`config.mk`:
```
export PLATFORM = sky130hd
export DESIGN_NAME = fgv_top
export DESIGN_NICKNAME = d
export VERILOG_FILES = /design/src/fgv_pkg.sv /design/src/fgv_top.sv /design/src/fgv_regmem.sv
export SDC_FILE = /design/constraint.sdc
export NUM_CORES = 2
export LEC_CHECK = 0
export BUFFER_PORTS_ARGS = -buffer_cell sky130_fd_sc_hd__buf_2
export CORE_MARGIN = 8
export CORE_UTILIZATION = 55
export DETAILED_ROUTE_END_ITERATION = 8
export PLACE_DENSITY = 0.81
export SLEW_MARGIN = 20
export SYNTH_ARGS = -nofsm -noshare
export SYNTH_HDL_FRONTEND = slang
export SYNTH_SLANG_ARGS = --single-unit
```
`constraint.sdc`:
```
create_clock -name clk_i -period 29.3 [get_ports clk_i]
set_input_delay 5.86 -clock clk_i [delete_from_list [all_inputs] [get_ports clk_i]]
set_output_delay 5.86 -clock clk_i [all_outputs]
set_load 0.005 [all_outputs]
```
`src/fgv_pkg.sv`:
```
package fgv_pkg;
  // ***********************************************************
  // register map (byte addresses on the wishbone bus)
  // ***********************************************************
  localparam logic [7:0] ADR_FP_STATUS_CONTROL_REG = 8'h00;
  localparam logic [7:0] ADR_CMD = 8'h04;
  localparam logic [7:0] ADR_STAT = 8'h08;
  localparam logic [7:0] ADR_MEM0 = 8'h0c;
  localparam logic [7:0] ADR_MEM1 = 8'h10;
  localparam int FPR_WIN_BIT = 7;
  // ***********************************************************
  // fp_status_control_reg layout
  // ***********************************************************
  localparam int BANK_BIT = 21;
  localparam int SIZE_BIT = 20;
  localparam int PREC_BIT = 19;
  localparam int CAUSE_LSB = 12;
  localparam int EN_LSB = 7;
  localparam int FLAG_LSB = 2;
  localparam int RND_LSB = 0;
  localparam logic [31:0] FP_STATUS_CONTROL_REG_RST = 32'h00040001;
  localparam logic [31:0] FP_STATUS_CONTROL_REG_WMASK = 32'h003fffff;
  // cause bit order inside the six-bit cause group
  localparam int XI = 0;
  localparam int XU = 1;
  localparam int XO = 2;
  localparam int XV = 4;
  localparam int XE = 5;
  // ***********************************************************
  // command opcodes (command register bits 3:0)
  // ***********************************************************
  localparam logic [3:0] OP_IPROD = 4'h1;
  localparam logic [3:0] OP_XFORM = 4'h2;
  localparam logic [3:0] OP_BSWAP = 4'h3;
  localparam logic [3:0] OP_SSWAP = 4'h4;
  localparam logic [3:0] OP_MOVRR = 4'h5;
  localparam logic [3:0] OP_MOVST = 4'h6;
  localparam logic [3:0] OP_MOVLD = 4'h7;
  // ***********************************************************
  // timing and quirk constants
  // ***********************************************************
  localparam logic [2:0] LDC_WAIT = 3'd3;
  localparam logic [10:0] DQ_EDIFF_LO = 11'd43;
  localparam logic [10:0] DQ_EDIFF_HI = 11'd50;
  localparam logic [11:0] EXP_BIAS = 12'd127;
  localparam logic [11:0] EXP_TOP = 12'd254;
  typedef enum logic [3:0] {
    ST_IDLE = 4'b0001,
    ST_CALC = 4'b0010,
    ST_WBK = 4'b0100,
    ST_MOVE = 4'b1000
  } fgv_state_e;
endpackage : fgv_pkg

```
`src/fgv_top.sv`:
```
// The register addresses and register access over Wishbone were left to the implementer.
`timescale 1ns/1ps
// Behaviour
// [RULE1] vector units truncate small partial products
// [RULE2] inner product of groups 0,4,8,12
// [RULE3] inner product always raises inexact cause/flag
// [RULE4] transform multiplies background matrix into vector
// [RULE5] transform always raises inexact cause/flag
// [RULE6] transform traps whenever invalid enable set
// [RULE7] bank swap one cycle; status load 4 cycles
// [RULE8] size bit set moves register pairs
// [RULE9] size switch changes transfer size bit
// [RULE10] software: paired double moves big-endian only
// [RULE11] nearest rounding misses single tiny underflow
// [RULE12] same missed underflow for double results
// [RULE13] overflow flag on huge vector error bound
// [RULE14] infinite products may give wrong sign
// [RULE15] double add misses inexact in quirk window
// [RULE16] quirk window may round to other neighbour
// [RULE17] size and precision together are reserved
// [RULE18] quiet op clears cause, keeps flags
// [RULE19] swaps invert only their own bit
module fgv_top (
  input wire logic clk_i,
  input wire logic rst_i,
  input wire logic [7:0] adr_i,
  input wire logic [31:0] dat_i,
  output logic [31:0] dat_o,
  input wire logic we_i,
  input wire logic [3:0] sel_i,
  input wire logic cyc_i,
  input wire logic stb_i,
  output logic ack_o,
  input wire logic bop_done_i,
  input wire logic [5:0] bop_cause_i,
  input wire logic bop_tiny_i,
  input wire logic bop_norm_i,
  input wire logic bop_dadd_i,
  input wire logic [10:0] bop_ediff_i,
  input wire logic [51:0] bop_smant_i,
  output logic [31:0] fp_status_control_reg_o,
  output logic exc_o,
  output logic busy_o
);
  import fgv_pkg::*;

  // ***********************************************************
  // state and registers
  // ***********************************************************
  fgv_state_e st_r, st_nxt;
  logic [31:0] fp_status_control_reg_r, fp_status_control_reg_nxt, cmd_r, mem0_r, mem1_r, dat_r;
  logic ack_r, exc_r, sz_r;
  logic [2:0] wcnt_r, stp_r;
  logic [1:0] row_r, wk_r;
  logic [3:0] op_r, m_r, n_r;
  logic [31:0] res_r [4];
  logic [31:0] da, db;
  logic acc_s_r, inf_r, infs_r, ovf_r, unf_r, inv_r;
  logic signed [11:0] acc_e_r;
  logic [23:0] acc_m_r;

  // ***********************************************************
  // wishbone decode and wait control
  // ***********************************************************
  wire req = cyc_i & stb_i;
  wire idle = (st_r == ST_IDLE);
  wire hit_fp_status_control_reg = (adr_i == ADR_FP_STATUS_CONTROL_REG);
  wire hit_cmd = (adr_i == ADR_CMD);
  wire hit_stat = (adr_i == ADR_STAT);
  wire hit_mem0 = (adr_i == ADR_MEM0);
  wire hit_mem1 = (adr_i == ADR_MEM1);
  wire hit_fpr = adr_i[FPR_WIN_BIT] & (adr_i[1:0] == 2'b00);
  wire need_idle = (we_i & (hit_fp_status_control_reg | hit_cmd | hit_mem0 | hit_mem1))
    | hit_fpr;
  wire may_run = req & ~ack_r & (idle | ~need_idle);
  // status load waits so the unit state settles
  wire [2:0] need = (we_i & hit_fp_status_control_reg) ? LDC_WAIT // RULE7
    : (~we_i & hit_fpr) ? 3'd1 : 3'd0;
  wire go = may_run & (wcnt_r >= need);
  wire wr_stb = go & we_i;
  wire [31:0] bmask = {{8{sel_i[3]}}, {8{sel_i[2]}}, {8{sel_i[1]}},
    {8{sel_i[0]}}};
  wire [31:0] wd_fp_status_control_reg = (fp_status_control_reg_r & ~bmask) | (dat_i & bmask);
  wire [31:0] wd_cmd = (cmd_r & ~bmask) | (dat_i & bmask);
  wire wr_cmd = wr_stb & hit_cmd;
  wire [3:0] new_op = wd_cmd[3:0];
  wire bank = fp_status_control_reg_r[BANK_BIT];
  wire prec = fp_status_control_reg_r[PREC_BIT];
  wire is_ip = (op_r == OP_IPROD);
  wire is_xf = (op_r == OP_XFORM);

  // wait counter and acknowledge
  always_ff @(posedge clk_i) begin
    if (rst_i || !may_run) begin
      wcnt_r <= 3'd0;
    end else if (!go) begin
      wcnt_r <= wcnt_r + 3'd1;
    end
  end

  always_ff @(posedge clk_i) begin
    if (rst_i) begin
      ack_r <= 1'b0;
    end else begin
      ack_r <= go;
    end
  end

  // read data mux, unmapped addresses read zero
  wire [31:0] rd_mux = hit_fp_status_control_reg ? fp_status_control_reg_r
    : hit_cmd ? cmd_r
    : hit_stat ? {27'h0, ~idle, st_r}
    : hit_mem0 ? mem0_r
    : hit_mem1 ? mem1_r
    : hit_fpr ? da : 32'h0;

  always_ff @(posedge clk_i) begin
    if (rst_i) begin
      dat_r <= 32'h0;
    end else if (go && !we_i) begin
      dat_r <= rd_mux;
    end
  end

  // ***********************************************************
  // sequencer
  // ***********************************************************
  wire launch_calc = wr_cmd & ~prec
    & ((new_op == OP_IPROD) | (new_op == OP_XFORM)); // RULE17
  wire launch_move = wr_cmd & ((new_op == OP_MOVRR)
    | (new_op == OP_MOVST) | (new_op == OP_MOVLD));
  wire calc_last = (stp_r == 3'd4) & (is_ip | (row_r == 2'd3));
  wire wbk_last = is_ip | (wk_r == 2'd3);
  wire move_last = (stp_r == 3'd2) | (~sz_r & (stp_r == 3'd1));

  always_comb begin
    st_nxt = st_r;
    case (st_r)
      ST_IDLE: begin
        if (launch_calc) begin
          st_nxt = ST_CALC;
        end else if (launch_move) begin
          st_nxt = ST_MOVE;
        end
      end
      ST_CALC: begin
        if (calc_last) begin
          st_nxt = ST_WBK;
        end
      end
      ST_WBK: begin
        if (wbk_last) begin
          st_nxt = ST_IDLE;
        end
      end
      ST_MOVE: begin
        if (move_last) begin
          st_nxt = ST_IDLE;
        end
      end
      default: st_nxt = ST_IDLE;
    endcase
  end

  always_ff @(posedge clk_i) begin
    if (rst_i) begin
      st_r <= ST_IDLE;
    end else begin
      st_r <= st_nxt;
    end
  end

  // operand fields latched at launch, step counters
  always_ff @(posedge clk_i) begin
    if (rst_i) begin
      op_r <= 4'h0;
      m_r <= 4'h0;
      n_r <= 4'h0;
      sz_r <= 1'b0;
      stp_r <= 3'd0;
      row_r <= 2'd0;
      wk_r <= 2'd0;
    end else if (idle) begin
      op_r <= new_op;
      m_r <= wd_cmd[7:4];
      n_r <= wd_cmd[11:8];
      sz_r <= fp_status_control_reg_r[SIZE_BIT];
      stp_r <= 3'd0;
      row_r <= 2'd0;
      wk_r <= 2'd0;
    end else if (st_r == ST_CALC && stp_r == 3'd4) begin
      stp_r <= 3'd0;
      row_r <= row_r + 2'd1;
    end else if (st_r == ST_WBK) begin
      wk_r <= wk_r + 2'd1;
    end else begin
      stp_r <= stp_r + 3'd1;
    end
  end

  // ***********************************************************
  // register file ports
  // ***********************************************************
  wire calc = (st_r == ST_CALC);
  wire move = (st_r == ST_MOVE);
  wire wbk = (st_r == ST_WBK);
  // groups start at 0,4,8,12; matrix sits in the background bank
  wire [4:0] ra_calc = is_xf ? {~bank, stp_r[1:0], row_r} // RULE4
    : {bank, m_r[3:2], stp_r[1:0]}; // RULE2
  // pair moves: even pair, odd field picks the background pair
  wire [4:0] ra_move = sz_r ? {bank ^ m_r[0], m_r[3:1], 1'b0} // RULE8
    : {bank, m_r};
  wire [4:0] ra = idle ? adr_i[6:2] : calc ? ra_calc : ra_move;
  wire [4:0] rb = calc ? {bank, n_r[3:2], stp_r[1:0]}
    : {bank ^ m_r[0], m_r[3:1], 1'b1};
  wire [4:0] wa_move = sz_r ? {bank ^ n_r[0], n_r[3:1], stp_r == 3'd2}
    : {bank, n_r};
  wire mv_we = move & (stp_r != 3'd0) & (op_r != OP_MOVST);
  wire rf_we = (idle & wr_stb & hit_fpr) | wbk | mv_we;
  wire [4:0] wa = idle ? adr_i[6:2]
    : wbk ? (is_ip ? {bank, n_r[3:2], 2'b11} : {bank, n_r[3:2], wk_r})
    : wa_move;
  wire [31:0] mv_wd = (op_r == OP_MOVLD)
    ? ((stp_r == 3'd2) ? mem1_r : mem0_r)
    : ((stp_r == 3'd2) ? db : da);
  wire [31:0] rf_wd = idle ? dat_i
    : wbk ? (is_ip ? res_r[0] : res_r[wk_r]) : mv_wd;

  fgv_regmem u_mem (
    .clk_i(clk_i),
    .ra_i(ra),
    .rb_i(rb),
    .da_o(da),
    .db_o(db),
    .we_i(rf_we),
    .wa_i(wa),
    .wd_i(rf_wd)
  );

  // transfer words standing in for memory, first word = even reg
  always_ff @(posedge clk_i) begin
    if (rst_i) begin
      mem0_r <= 32'h0;
      mem1_r <= 32'h0;
    end else if (move && op_r == OP_MOVST && stp_r == 3'd1) begin
      mem0_r <= da;
      mem1_r <= sz_r ? db : mem1_r; // RULE8
    end else if (wr_stb && hit_mem0) begin
      mem0_r <= (mem0_r & ~bmask) | (dat_i & bmask);
    end else if (wr_stb && hit_mem1) begin
      mem1_r <= (mem1_r & ~bmask) | (dat_i & bmask);
    end
  end

  // ***********************************************************
  // approximate product and accumulate
  // ***********************************************************
  function automatic logic [4:0] fgv_lzc(input logic [23:0] v);
    logic [4:0] n;
    logic hit;
    n = 5'd0;
    hit = 1'b0;
    for (int i = 23; i >= 0; i--) begin
      if (!hit && !v[i]) begin
        n = n + 5'd1;
      end else begin
        hit = 1'b1;
      end
    end
    return n;
  endfunction : fgv_lzc

  wire [7:0] ea = da[30:23];
  wire [7:0] eb = db[30:23];
  // denormals carry no hidden bit, so 23 significant digits
  wire [23:0] ma = {|ea, da[22:0]}; // RULE1
  wire [23:0] mb = {|eb, db[22:0]};
  wire [47:0] p48 = ma * mb;
  wire [7:0] eaf = (|ea) ? ea : 8'h01;
  wire [7:0] ebf = (|eb) ? eb : 8'h01;
  wire signed [11:0] pe = $signed({4'h0, eaf}) + $signed({4'h0, ebf})
    - $signed(EXP_BIAS) + (p48[47] ? 12'sd1 : 12'sd0);
  // low half of the partial products is dropped
  wire [23:0] pm = p48[47] ? p48[47:24] : p48[46:23]; // RULE1
  wire ps = da[31] ^ db[31];
  wire pinf = (ea == 8'hff) | (eb == 8'hff);
  wire pnan = ((ea == 8'hff) & |da[22:0]) | ((eb == 8'hff) & |db[22:0]);
  wire pbig = (acc_m_r == 24'h0) | (pe > acc_e_r)
    | ((pe == acc_e_r) & (pm > acc_m_r));
  wire signed [11:0] be = pbig ? pe : acc_e_r;
  wire signed [11:0] shd = pbig ? (pe - acc_e_r) : (acc_e_r - pe);
  wire [23:0] bm = pbig ? pm : acc_m_r;
  wire [23:0] sm0 = pbig ? acc_m_r : pm;
  wire [23:0] sm = (shd > 12'sd24) ? 24'h0 : (sm0 >> shd[4:0]);
  wire bs = pbig ? ps : acc_s_r;
  wire [24:0] sum = (ps == acc_s_r) ? ({1'b0, bm} + {1'b0, sm})
    : ({1'b0, bm} - {1'b0, sm});
  wire [4:0] lz = fgv_lzc(sum[23:0]);
  wire [23:0] n_m = sum[24] ? sum[24:1] : (sum[23:0] << lz);
  wire signed [11:0] n_e = sum[24] ? (be + 12'sd1)
    : (be - $signed({7'h0, lz}));
  wire take = calc & (stp_r != 3'd0);
  wire nx_inf = inf_r | pinf;
  // first infinite product decides the sign
  wire nx_infs = inf_r ? infs_r : ps; // RULE14
  wire p_huge = take & (pe > $signed(EXP_TOP)); // RULE13
  wire pk_ovf = (n_m != 24'h0) & (n_e > $signed(EXP_TOP));
  wire pk_unf = (n_m != 24'h0) & (n_e < 12'sd1);
  wire [31:0] pk = nx_inf ? {nx_infs, 8'hff, 23'h0}
    : (pk_ovf ? {bs, 8'hff, 23'h0}
    : ((n_m == 24'h0) | pk_unf) ? {bs, 31'h0}
    : {bs, n_e[7:0], n_m[22:0]});

  // accumulator and per-op event flags
  always_ff @(posedge clk_i) begin
    if (rst_i || idle || (calc && stp_r == 3'd4)) begin
      acc_s_r <= 1'b0;
      acc_e_r <= 12'sd0;
      acc_m_r <= 24'h0;
      inf_r <= 1'b0;
      infs_r <= 1'b0;
    end else if (take) begin
      acc_s_r <= bs;
      acc_e_r <= n_e;
      acc_m_r <= n_m;
      inf_r <= nx_inf;
      infs_r <= nx_infs;
    end
  end

  always_ff @(posedge clk_i) begin
    if (rst_i || idle) begin
      ovf_r <= 1'b0;
      unf_r <= 1'b0;
      inv_r <= 1'b0;
    end else if (take) begin
      ovf_r <= ovf_r | p_huge | ((stp_r == 3'd4) & pk_ovf); // RULE13
      unf_r <= unf_r | ((stp_r == 3'd4) & pk_unf);
      inv_r <= inv_r | pnan;
    end
  end

  always_ff @(posedge clk_i) begin
    if (calc && stp_r == 3'd4) begin
      res_r[row_r] <= pk;
    end
  end

  // ***********************************************************
  // exception cause and flag update
  // ***********************************************************
  wire g_fin = wbk & wbk_last;
  // approximate results are always inexact
  wire [5:0] g_cause = {1'b0, inv_r, 1'b0, ovf_r, unf_r, 1'b1}; // RULE3 RULE5
  wire near_rnd = (fp_status_control_reg_r[RND_LSB+1:RND_LSB] == 2'b00);
  // tiny but normalized after nearest rounding: no underflow
  wire miss_u = near_rnd & bop_tiny_i & bop_norm_i; // RULE11 RULE12
  // double add window may also round to the other neighbour
  wire miss_i = bop_dadd_i & (bop_ediff_i >= DQ_EDIFF_LO)
    & (bop_ediff_i <= DQ_EDIFF_HI) & (|bop_smant_i[31:24])
    & ~(|bop_smant_i[23:0]) & ~(|bop_smant_i[40:32]); // RULE15 RULE16
  wire [5:0] b_cause = bop_cause_i
    & ~{4'h0, miss_u, 1'b0} & ~{5'h0, miss_i};
  wire fin = g_fin | bop_done_i;
  wire [5:0] fin_cause = (g_fin ? g_cause : 6'h0)
    | (bop_done_i ? b_cause : 6'h0);
  wire [4:0] en = fp_status_control_reg_r[EN_LSB+4:EN_LSB];
  wire trap = fin & (fin_cause[XE] | |(fin_cause[4:0] & en)
    | (g_fin & is_xf & en[XV])); // RULE6

  always_comb begin
    fp_status_control_reg_nxt = fp_status_control_reg_r;
    if (wr_stb && hit_fp_status_control_reg) begin
      fp_status_control_reg_nxt = wd_fp_status_control_reg & FP_STATUS_CONTROL_REG_WMASK; // RULE7
    end
    if (wr_cmd && idle && new_op == OP_BSWAP) begin
      fp_status_control_reg_nxt[BANK_BIT] = ~fp_status_control_reg_r[BANK_BIT]; // RULE7 RULE19
    end
    if (wr_cmd && idle && new_op == OP_SSWAP) begin
      fp_status_control_reg_nxt[SIZE_BIT] = ~fp_status_control_reg_r[SIZE_BIT]; // RULE9 RULE19
    end
    if (fin) begin
      // cause replaced each op, flags only accumulate
      fp_status_control_reg_nxt[CAUSE_LSB+5:CAUSE_LSB] = fin_cause; // RULE18
      fp_status_control_reg_nxt[FLAG_LSB+4:FLAG_LSB] = fp_status_control_reg_nxt[FLAG_LSB+4:FLAG_LSB]
        | fin_cause[4:0]; // RULE3 RULE5
    end
  end

  always_ff @(posedge clk_i) begin
    if (rst_i) begin
      fp_status_control_reg_r <= FP_STATUS_CONTROL_REG_RST;
      cmd_r <= 32'h0;
      exc_r <= 1'b0;
    end else begin
      fp_status_control_reg_r <= fp_status_control_reg_nxt;
      cmd_r <= wr_cmd ? wd_cmd : cmd_r;
      exc_r <= trap;
    end
  end

  // ***********************************************************
  // outputs
  // ***********************************************************
  assign dat_o = dat_r;
  assign ack_o = ack_r;
  assign fp_status_control_reg_o = fp_status_control_reg_r;
  assign exc_o = exc_r;
  assign busy_o = ~idle;
endmodule : fgv_top

```
`src/fgv_regmem.sv`:
```
`timescale 1ns/1ps
// ***********************************************************
// two banks of sixteen float registers, two registered reads
// ***********************************************************
module fgv_regmem (
  input wire logic clk_i,
  input wire logic [4:0] ra_i,
  input wire logic [4:0] rb_i,
  output logic [31:0] da_o,
  output logic [31:0] db_o,
  input wire logic we_i,
  input wire logic [4:0] wa_i,
  input wire logic [31:0] wd_i
);
  logic [31:0] mem [32];

  // write port
  always_ff @(posedge clk_i) begin
    if (we_i) begin
      mem[wa_i] <= wd_i;
    end
  end

  // read data come out of registers
  always_ff @(posedge clk_i) begin
    da_o <= mem[ra_i];
    db_o <= mem[rb_i];
  end
endmodule : fgv_regmem

```
== Word level (Yosys, flattened, before mapping) ==
Memories as Yosys holds them, arrays and structs flattened. A register that Yosys moved wholly into a read port is not among the register bits.
Index checks and enable logic that the tools add are counted.

* Register bits: 221
* Bits in latches: 0
* RAM bits: 1152
* ROM bits: 0
* Word-level logic and storage cells: 430
* Memories: 2

{| class="wikitable"
|+ Memories
! name !! words !! width !! rd ports !! clocked after memory_dff !! wr ports !! RTL line !! source
|-
| u_mem.mem || 32 || 32 || 2 || 2 || 1 || fgv_regmem.sv:15 || <nowiki>logic [31:0] mem [32];</nowiki>
|-
| res_r || 4 || 32 || 2 || 1 || 1 || fgv_top.sv:56 || <nowiki>logic [31:0] res_r [4];</nowiki>
|}

* Add/subtract/negate cells: 36
* Multiply operators: 1
* Divide/modulo/power cells: 0
* Order comparisons: 9
* Equality and inequality tests: 35
* Shift operators: 2
* Multiplexer cells: 112
* Bitwise logic cells: 96
* Reductions and logical operators: 109

{| class="wikitable"
|+ Operator list
! kind !! number
|-
| 2-to-1 mux 32 bit || 19
|-
| 2-to-1 mux 5 bit || 33
|-
| bitwise AND 32 bit || 4
|-
| 2-to-1 mux 24 bit || 5
|-
| adder 5 x 1 -> 5 bit, second input constant || 23
|-
| bitwise OR 32 bit || 3
|-
| 2-to-1 mux 31 bit || 2
|-
| logical NOT 1 bit || 48
|-
| logical NOT 24 bit || 2
|-
| multiplier 24 x 24 -> 48 bit || 1
|-
| OR reduction 23 bit || 2
|-
| bitwise AND 1 bit || 39
|-
| 2-to-1 mux 12 bit || 3
|-
| 2-to-1 mux 1 bit || 34
|-
| logical AND 1 bit || 33
|-
| inverter 32 bit || 1
|-
| == test 4 x 3 -> 1 bit, second input constant || 7
|-
| bitwise OR 1 bit || 26
|-
| adder 24 x 24 -> 25 bit || 1
|-
| 2-to-1 mux 25 bit || 1
|-
| subtractor 24 x 24 -> 25 bit || 1
|-
| greater-than comparator 24 bit || 1
|-
| nonzero test 24 bit || 1
|-
| OR reduction 24 bit || 1
|-
| 64 further kinds || 109
|}

== Longest topological paths before layout ==
* Depth after elaboration: 90
* Mapped depth: 166

== Modules after synthesis ==
Synthesis repeated with hierarchy kept, for this count alone.

* Cell total of the unflattened synthesis: 9381
* Area total of the unflattened synthesis: 97945.2 um2

{| class="wikitable"
|+ By module, submodules not included
! module !! times used !! cells each !! area an instance (um2) !! sequential area each (um2)
|-
| fgv_regmem || 1 || 3450 || 50040.5 || 32030.7
|-
| fgv_top || 1 || 5931 || 47904.7 || 8308.0
|}

== Worst setup path after synthesis ==
OpenSTA, ideal clock, no wires.

* Path type: register -> register
* Start point: register u_mem.db_o[3] (read register of u_mem.mem)
* End point: memory res_r[0][21] (data pin)
* Arrival: 30.511 ns
* Path slack: -1.483 ns
* Cell stages (with the launch flop): 154
* Path buffers: 16
* Period minus slack after synthesis: 30.783 ns
* Path through: dfxtp_1 -> clkbuf_1 -> clkbuf_1 -> nand2_1 -> fa_1 -> inv_1 -> fa_1 -> fa_1 -> inv_1 -> fa_1 -> fa_1 -> inv_1 -> fa_1 -> fa_1 -> ha_1 -> o211ai_1 -> a2111o_1 -> o22a_1 -> [... 118 more ...] -> nand2_1 -> inv_1 -> ha_1 -> a21o_1 -> a21oi_1 -> o21bai_1 -> a21oi_1 -> o21bai_1 -> a21oi_1 -> o21bai_1 -> a21oi_1 -> xnor2_1 -> or3_1 -> or2_2 -> o31a_4 -> nand2_2 -> buf_2 -> nor2_1

* Word-level cells in the longest chain between the ends: 88
* Elaborated cells on any way between the ends: 176
* Those cells by class: 30 x add/sub; 1 x mul; 5 x order compare; 1 x eq/ne; 2 x shift; 60 x mux; 6 x bitwise; 71 x reduce/logical

{| class="wikitable"
|+ Ends and longest elaborated chain
! what !! RTL line !! source
|-
| start, declared || fgv_regmem.sv:10 || <nowiki>output logic [31:0] db_o,</nowiki>
|-
| multiplier 24 x 24 -> 48 bit (*) || fgv_top.sv:278 || <nowiki>wire [47:0] p48 = ma * mb;</nowiki>
|-
| parallel branches: the longest is 85 deep, another holds subtractor 24 x 24 -> 25 bit || - ||
|-
| 2-to-1 mux 31 bit (*) || fgv_top.sv:310 || <nowiki>: (pk_ovf ? {bs, 8'hff, 23'h0}</nowiki>
|-
| 2-to-1 mux 32 bit (*) || fgv_top.sv:309 || <nowiki>wire [31:0] pk = nx_inf ? {nx_infs, 8'hff, 23'h0}</nowiki>
|-
| via pk[21] || fgv_top.sv:309 ||
|-
| end, declared || fgv_top.sv:56 ||
|}

Mark *: on every way through the listed nets, which the timed path passes.

== Final worst setup path ==
* Start point: register u_mem.db_o[3] (read register of u_mem.mem)
* End point: memory res_r[0][20] (data pin)

The elaborated chain is that of the path after synthesis.

==> run summary <==
=====================================================================================
Initial antenna violation count                                                    37
Number of buffers inserted during clock tree synthesis                            139
Synth Area in Adders                                                            0.140
CTS max path bufs                                                                   3
Remaining global-route overflow                                                     0
Starting Density                                                                0.552
Crit path DAT                                                                29.86 ns
Post-synthesis average cell area                                             11.4 µm²
Die extent in x                                                                436 µm
Dominant combinational cell family by area after synthesis               multiplexers
Part of the Yosys area used for sequential elements                             0.417
Endpoint required time on the critical path                                  29.89 ns
Worst-Margin Slew                                                             1.21 ns
Status                                                                   complete, no violations
Worst slew margin relative to its limit                                         0.185
# port buffers                                                                    167
Clock-pin slew on the worst setup and hold paths                              0.06 ns
Crit path time final                                                         29.28 ns
Number of hold buffers added after CTS                                              0
Clock tree from TritonCTS                                                       built
Overall die area                                                           190000 µm²
Kind of end point of the critical path                                           flop
Count of antenna-violating nets left after detailed routing                         0
Cell type of the slowest stage on the worst timing path                          fa_1
Number of enable-type register cells in the synthesized netlist                  1152
Overall Global Routing Usage                                                    0.348
Share of the synthesized area in compound gates (AO/OA/AOI/OAI)                0.0980
Iteration-0 DRC Markers                                                         11.5k
Cell area after placement                                                  107000 µm²
Top_reg_cell synth                                                           edfxtp_1
Synthesized-area fraction occupied by xor and xnor cells                       0.0156
Layout Skew                                                                 0.0362 ns
Unrepaired setup endpoints after global routing                                  true
Post-detailed-routing wire length                                           345000 µm
H-Tree Level Count                                                                  4
Number of different library cells in the post-synthesis netlist                   124
Row count                                                                         154
Category of the critical setup timing path                               flop to flop
Die height                                                                     436 µm
Peak Freq                                                                    34.2 MHz
Warnings from Yosys                                                                 0
Post-synthesis simple-gate area fraction                                        0.120
Placed wire-length estimate                                                 225000 µm
Source-to-sink clock delay at the later pin of the worst-skew pair            0.81 ns
Wire length of the first global-routing pass                                504000 µm
Via count                                                                       79.7k
Pin count of the biggest net entering global routing                              150
Average wire length per cell after detail routing                             29.4 µm
Kind of path behind the tightest hold check                              flop to flop
Path depth of the worst reg2reg path                                              150
Total setup violations reported at the end of the flow                              0
Post-synthesis cell area                                                    96800 µm²
Ratio of routed vias to standard cells                                           6.78
Number of global-route vias before repair                                       80.0k
Fraction of the cycle the final worst path needs                                0.999
Number of iterations in the first detailed-routing pass                             8
Most frequent standard cell in the layout excluding fill and tap cells       edfxtp_1
Highest net fanout along the worst path                                            12
Post-Syn Instances                                                               8528
Delay of the slowest critical-path stage                                      0.58 ns
Total clock sinks                                                                1439
Finished Core Util                                                              0.649
Number of nets in the final layout                                              10.2k
Kind of start point of the critical path                                         flop
Finished Cell Area                                                         114000 µm²
Share of layout cells above drive strength 1                                    0.268
# DRC                                                                               0
Weighted congestion at the end of routability-driven global placement            1.04
Fillers                                                                         12.4k
Cell at the root of the clock tree                                          clkbuf_16
Ports                                                                             189
#FFs+latches synth                                                               1439
Crit-path most repeated cell                                                     ha_4
Final number of max-transition violations                                           0
Number of hold-slack violations in the final timing report                          0
Top library cells by usage in the layout, fill and taps aside            edfxtp_1, nand2_1, buf_4, inv_1, mux4_2
Number of max-cap violations                                                        0
Mux contribution to synthesized area                                            0.159
Async S/R FF share, synth                                                           0
Area Growth Syn to Fin                                                          17.7%
Instance count along the most critical hold path                                    2
Placeable core region                                                      176000 µm²
=====================================================================================
sequential cells by signal, indices dropped and copies added, names as in the netlist, 12 cells and up, named ones only:
name                     count
u_mem.da_o                  32
u_mem.db_o                  32
acc_e_r                     12
u_mem.mem                 1024
acc_m_r                     24
res_r                      128
cmd_r                       12
dat_o                       32
fp_status_control_reg_o     13
synthesized netlist by cell type (135+ instances only):
master | instances | area share
inv_1 | 665 | 0.026
edfxtp_1 | 1152 | 0.36
nand2_1 | 1112 | 0.043
a211oi_1 | 135 | 0.010
clkbuf_1 | 494 | 0.019
nor2_1 | 577 | 0.022
a21oi_1 | 431 | 0.022
nand3_1 | 254 | 0.013
fa_1 | 486 | 0.10
mux4_2 | 545 | 0.13
and2_1 | 235 | 0.015
ha_1 | 304 | 0.039
dfxtp_1 | 287 | 0.059
mux2i_1 | 166 | 0.017
o21ai_0 | 234 | 0.012
per-stage QoR:
step | hold slack [ns] | instances | setup slack (ns) | setup TNS, ns
global route | 0.477 | 11700 | -1.12 | -124.63
finish | 0.452 | 11800 | 0.0209 | 0
CTS | 0.451 | 11700 | 0.00857 | 0
global placement | 0.441 | 11400 | -1.41 | -162.86
detailed placement | 0.445 | 11400 | -1.73 | -201.72
floorplan | 0.425 | 8537 | 0.000316 | 0
cell families after synthesis:
family | Yosys count
AO/OA/AOI/OAI | 1450
XOR/XNOR | 148
adder cells (fa/ha/maj) | 795
buffers and inverters | 1284
flip-flops | 1439
multiplexers | 837
other | 1
AND/OR/NAND/NOR | 2574
critical path, delay by kind of cell, from the launching register on:
family          cells  cell delay (ns)
simple gates       31             4.56
fa+ha+maj          32             9.56
xor+xnor            5             0.71
compound gates     51             9.19
buf+inv            22             2.67
mux                 9             1.94
flops               1             0.34
final cells by class:
cell class	instances	area (µm²)	area share
multi-input cells	5815	54100	0.474
flip-flops and latches	1439	40400	0.354
repair buffers	1215	9590	0.0841
clock buffers	184	3760	0.0330
well taps	2340	2930	0.0257
inverters	670	2520	0.0222
clock inverters	68	667	0.00585
diodes	20	50.0	0.000439
repair_timing:
action	in CTS	in global routing
setup endpoints to repair	142	155
gates cloned	5	3
pin swaps	80	121
buffers inserted	38	57
resized for setup	158	229
endpoints found under the hold margin	0	0
worst paths after layout:
| kind | start | to | slack [ns] |
|---|---|---|---|
| worst max-delay path | u_mem.db_o[3]$_DFF_P_ | res_r[0][20]$_DFFE_PP_ | 0.02 |
| worst max register to register | u_mem.db_o[3]$_DFF_P_ | res_r[0][20]$_DFFE_PP_ | 0.02 |
| worst min-delay path | dat_o[8]$_SDFFE_PP0P_ | dat_o[8]$_SDFFE_PP0P_ | 0.45 |
| worst min register to register | dat_o[8]$_SDFFE_PP0P_ | dat_o[8]$_SDFFE_PP0P_ | 0.45 |
routing by layer:
| layer | vias up | track usage | wire length (µm) | share of wire |
|---|---|---|---|---|
| li1 | 32500 | - | - | - |
| met1 | 38600 | 0.401 | 110000 | 0.32 |
| met3 | 1848 | 0.0925 | 42900 | 0.12 |
| met2 | 6761 | 0.549 | 158000 | 0.46 |
| met5 | - | 0 | 177 | 0.00051 |
| met4 | 26 | 0.277 | 34200 | 0.099 |
Power is left out: the tool's default activity adds up to more than one toggle a clock period on the data nets, which glitch-free logic cannot reach.
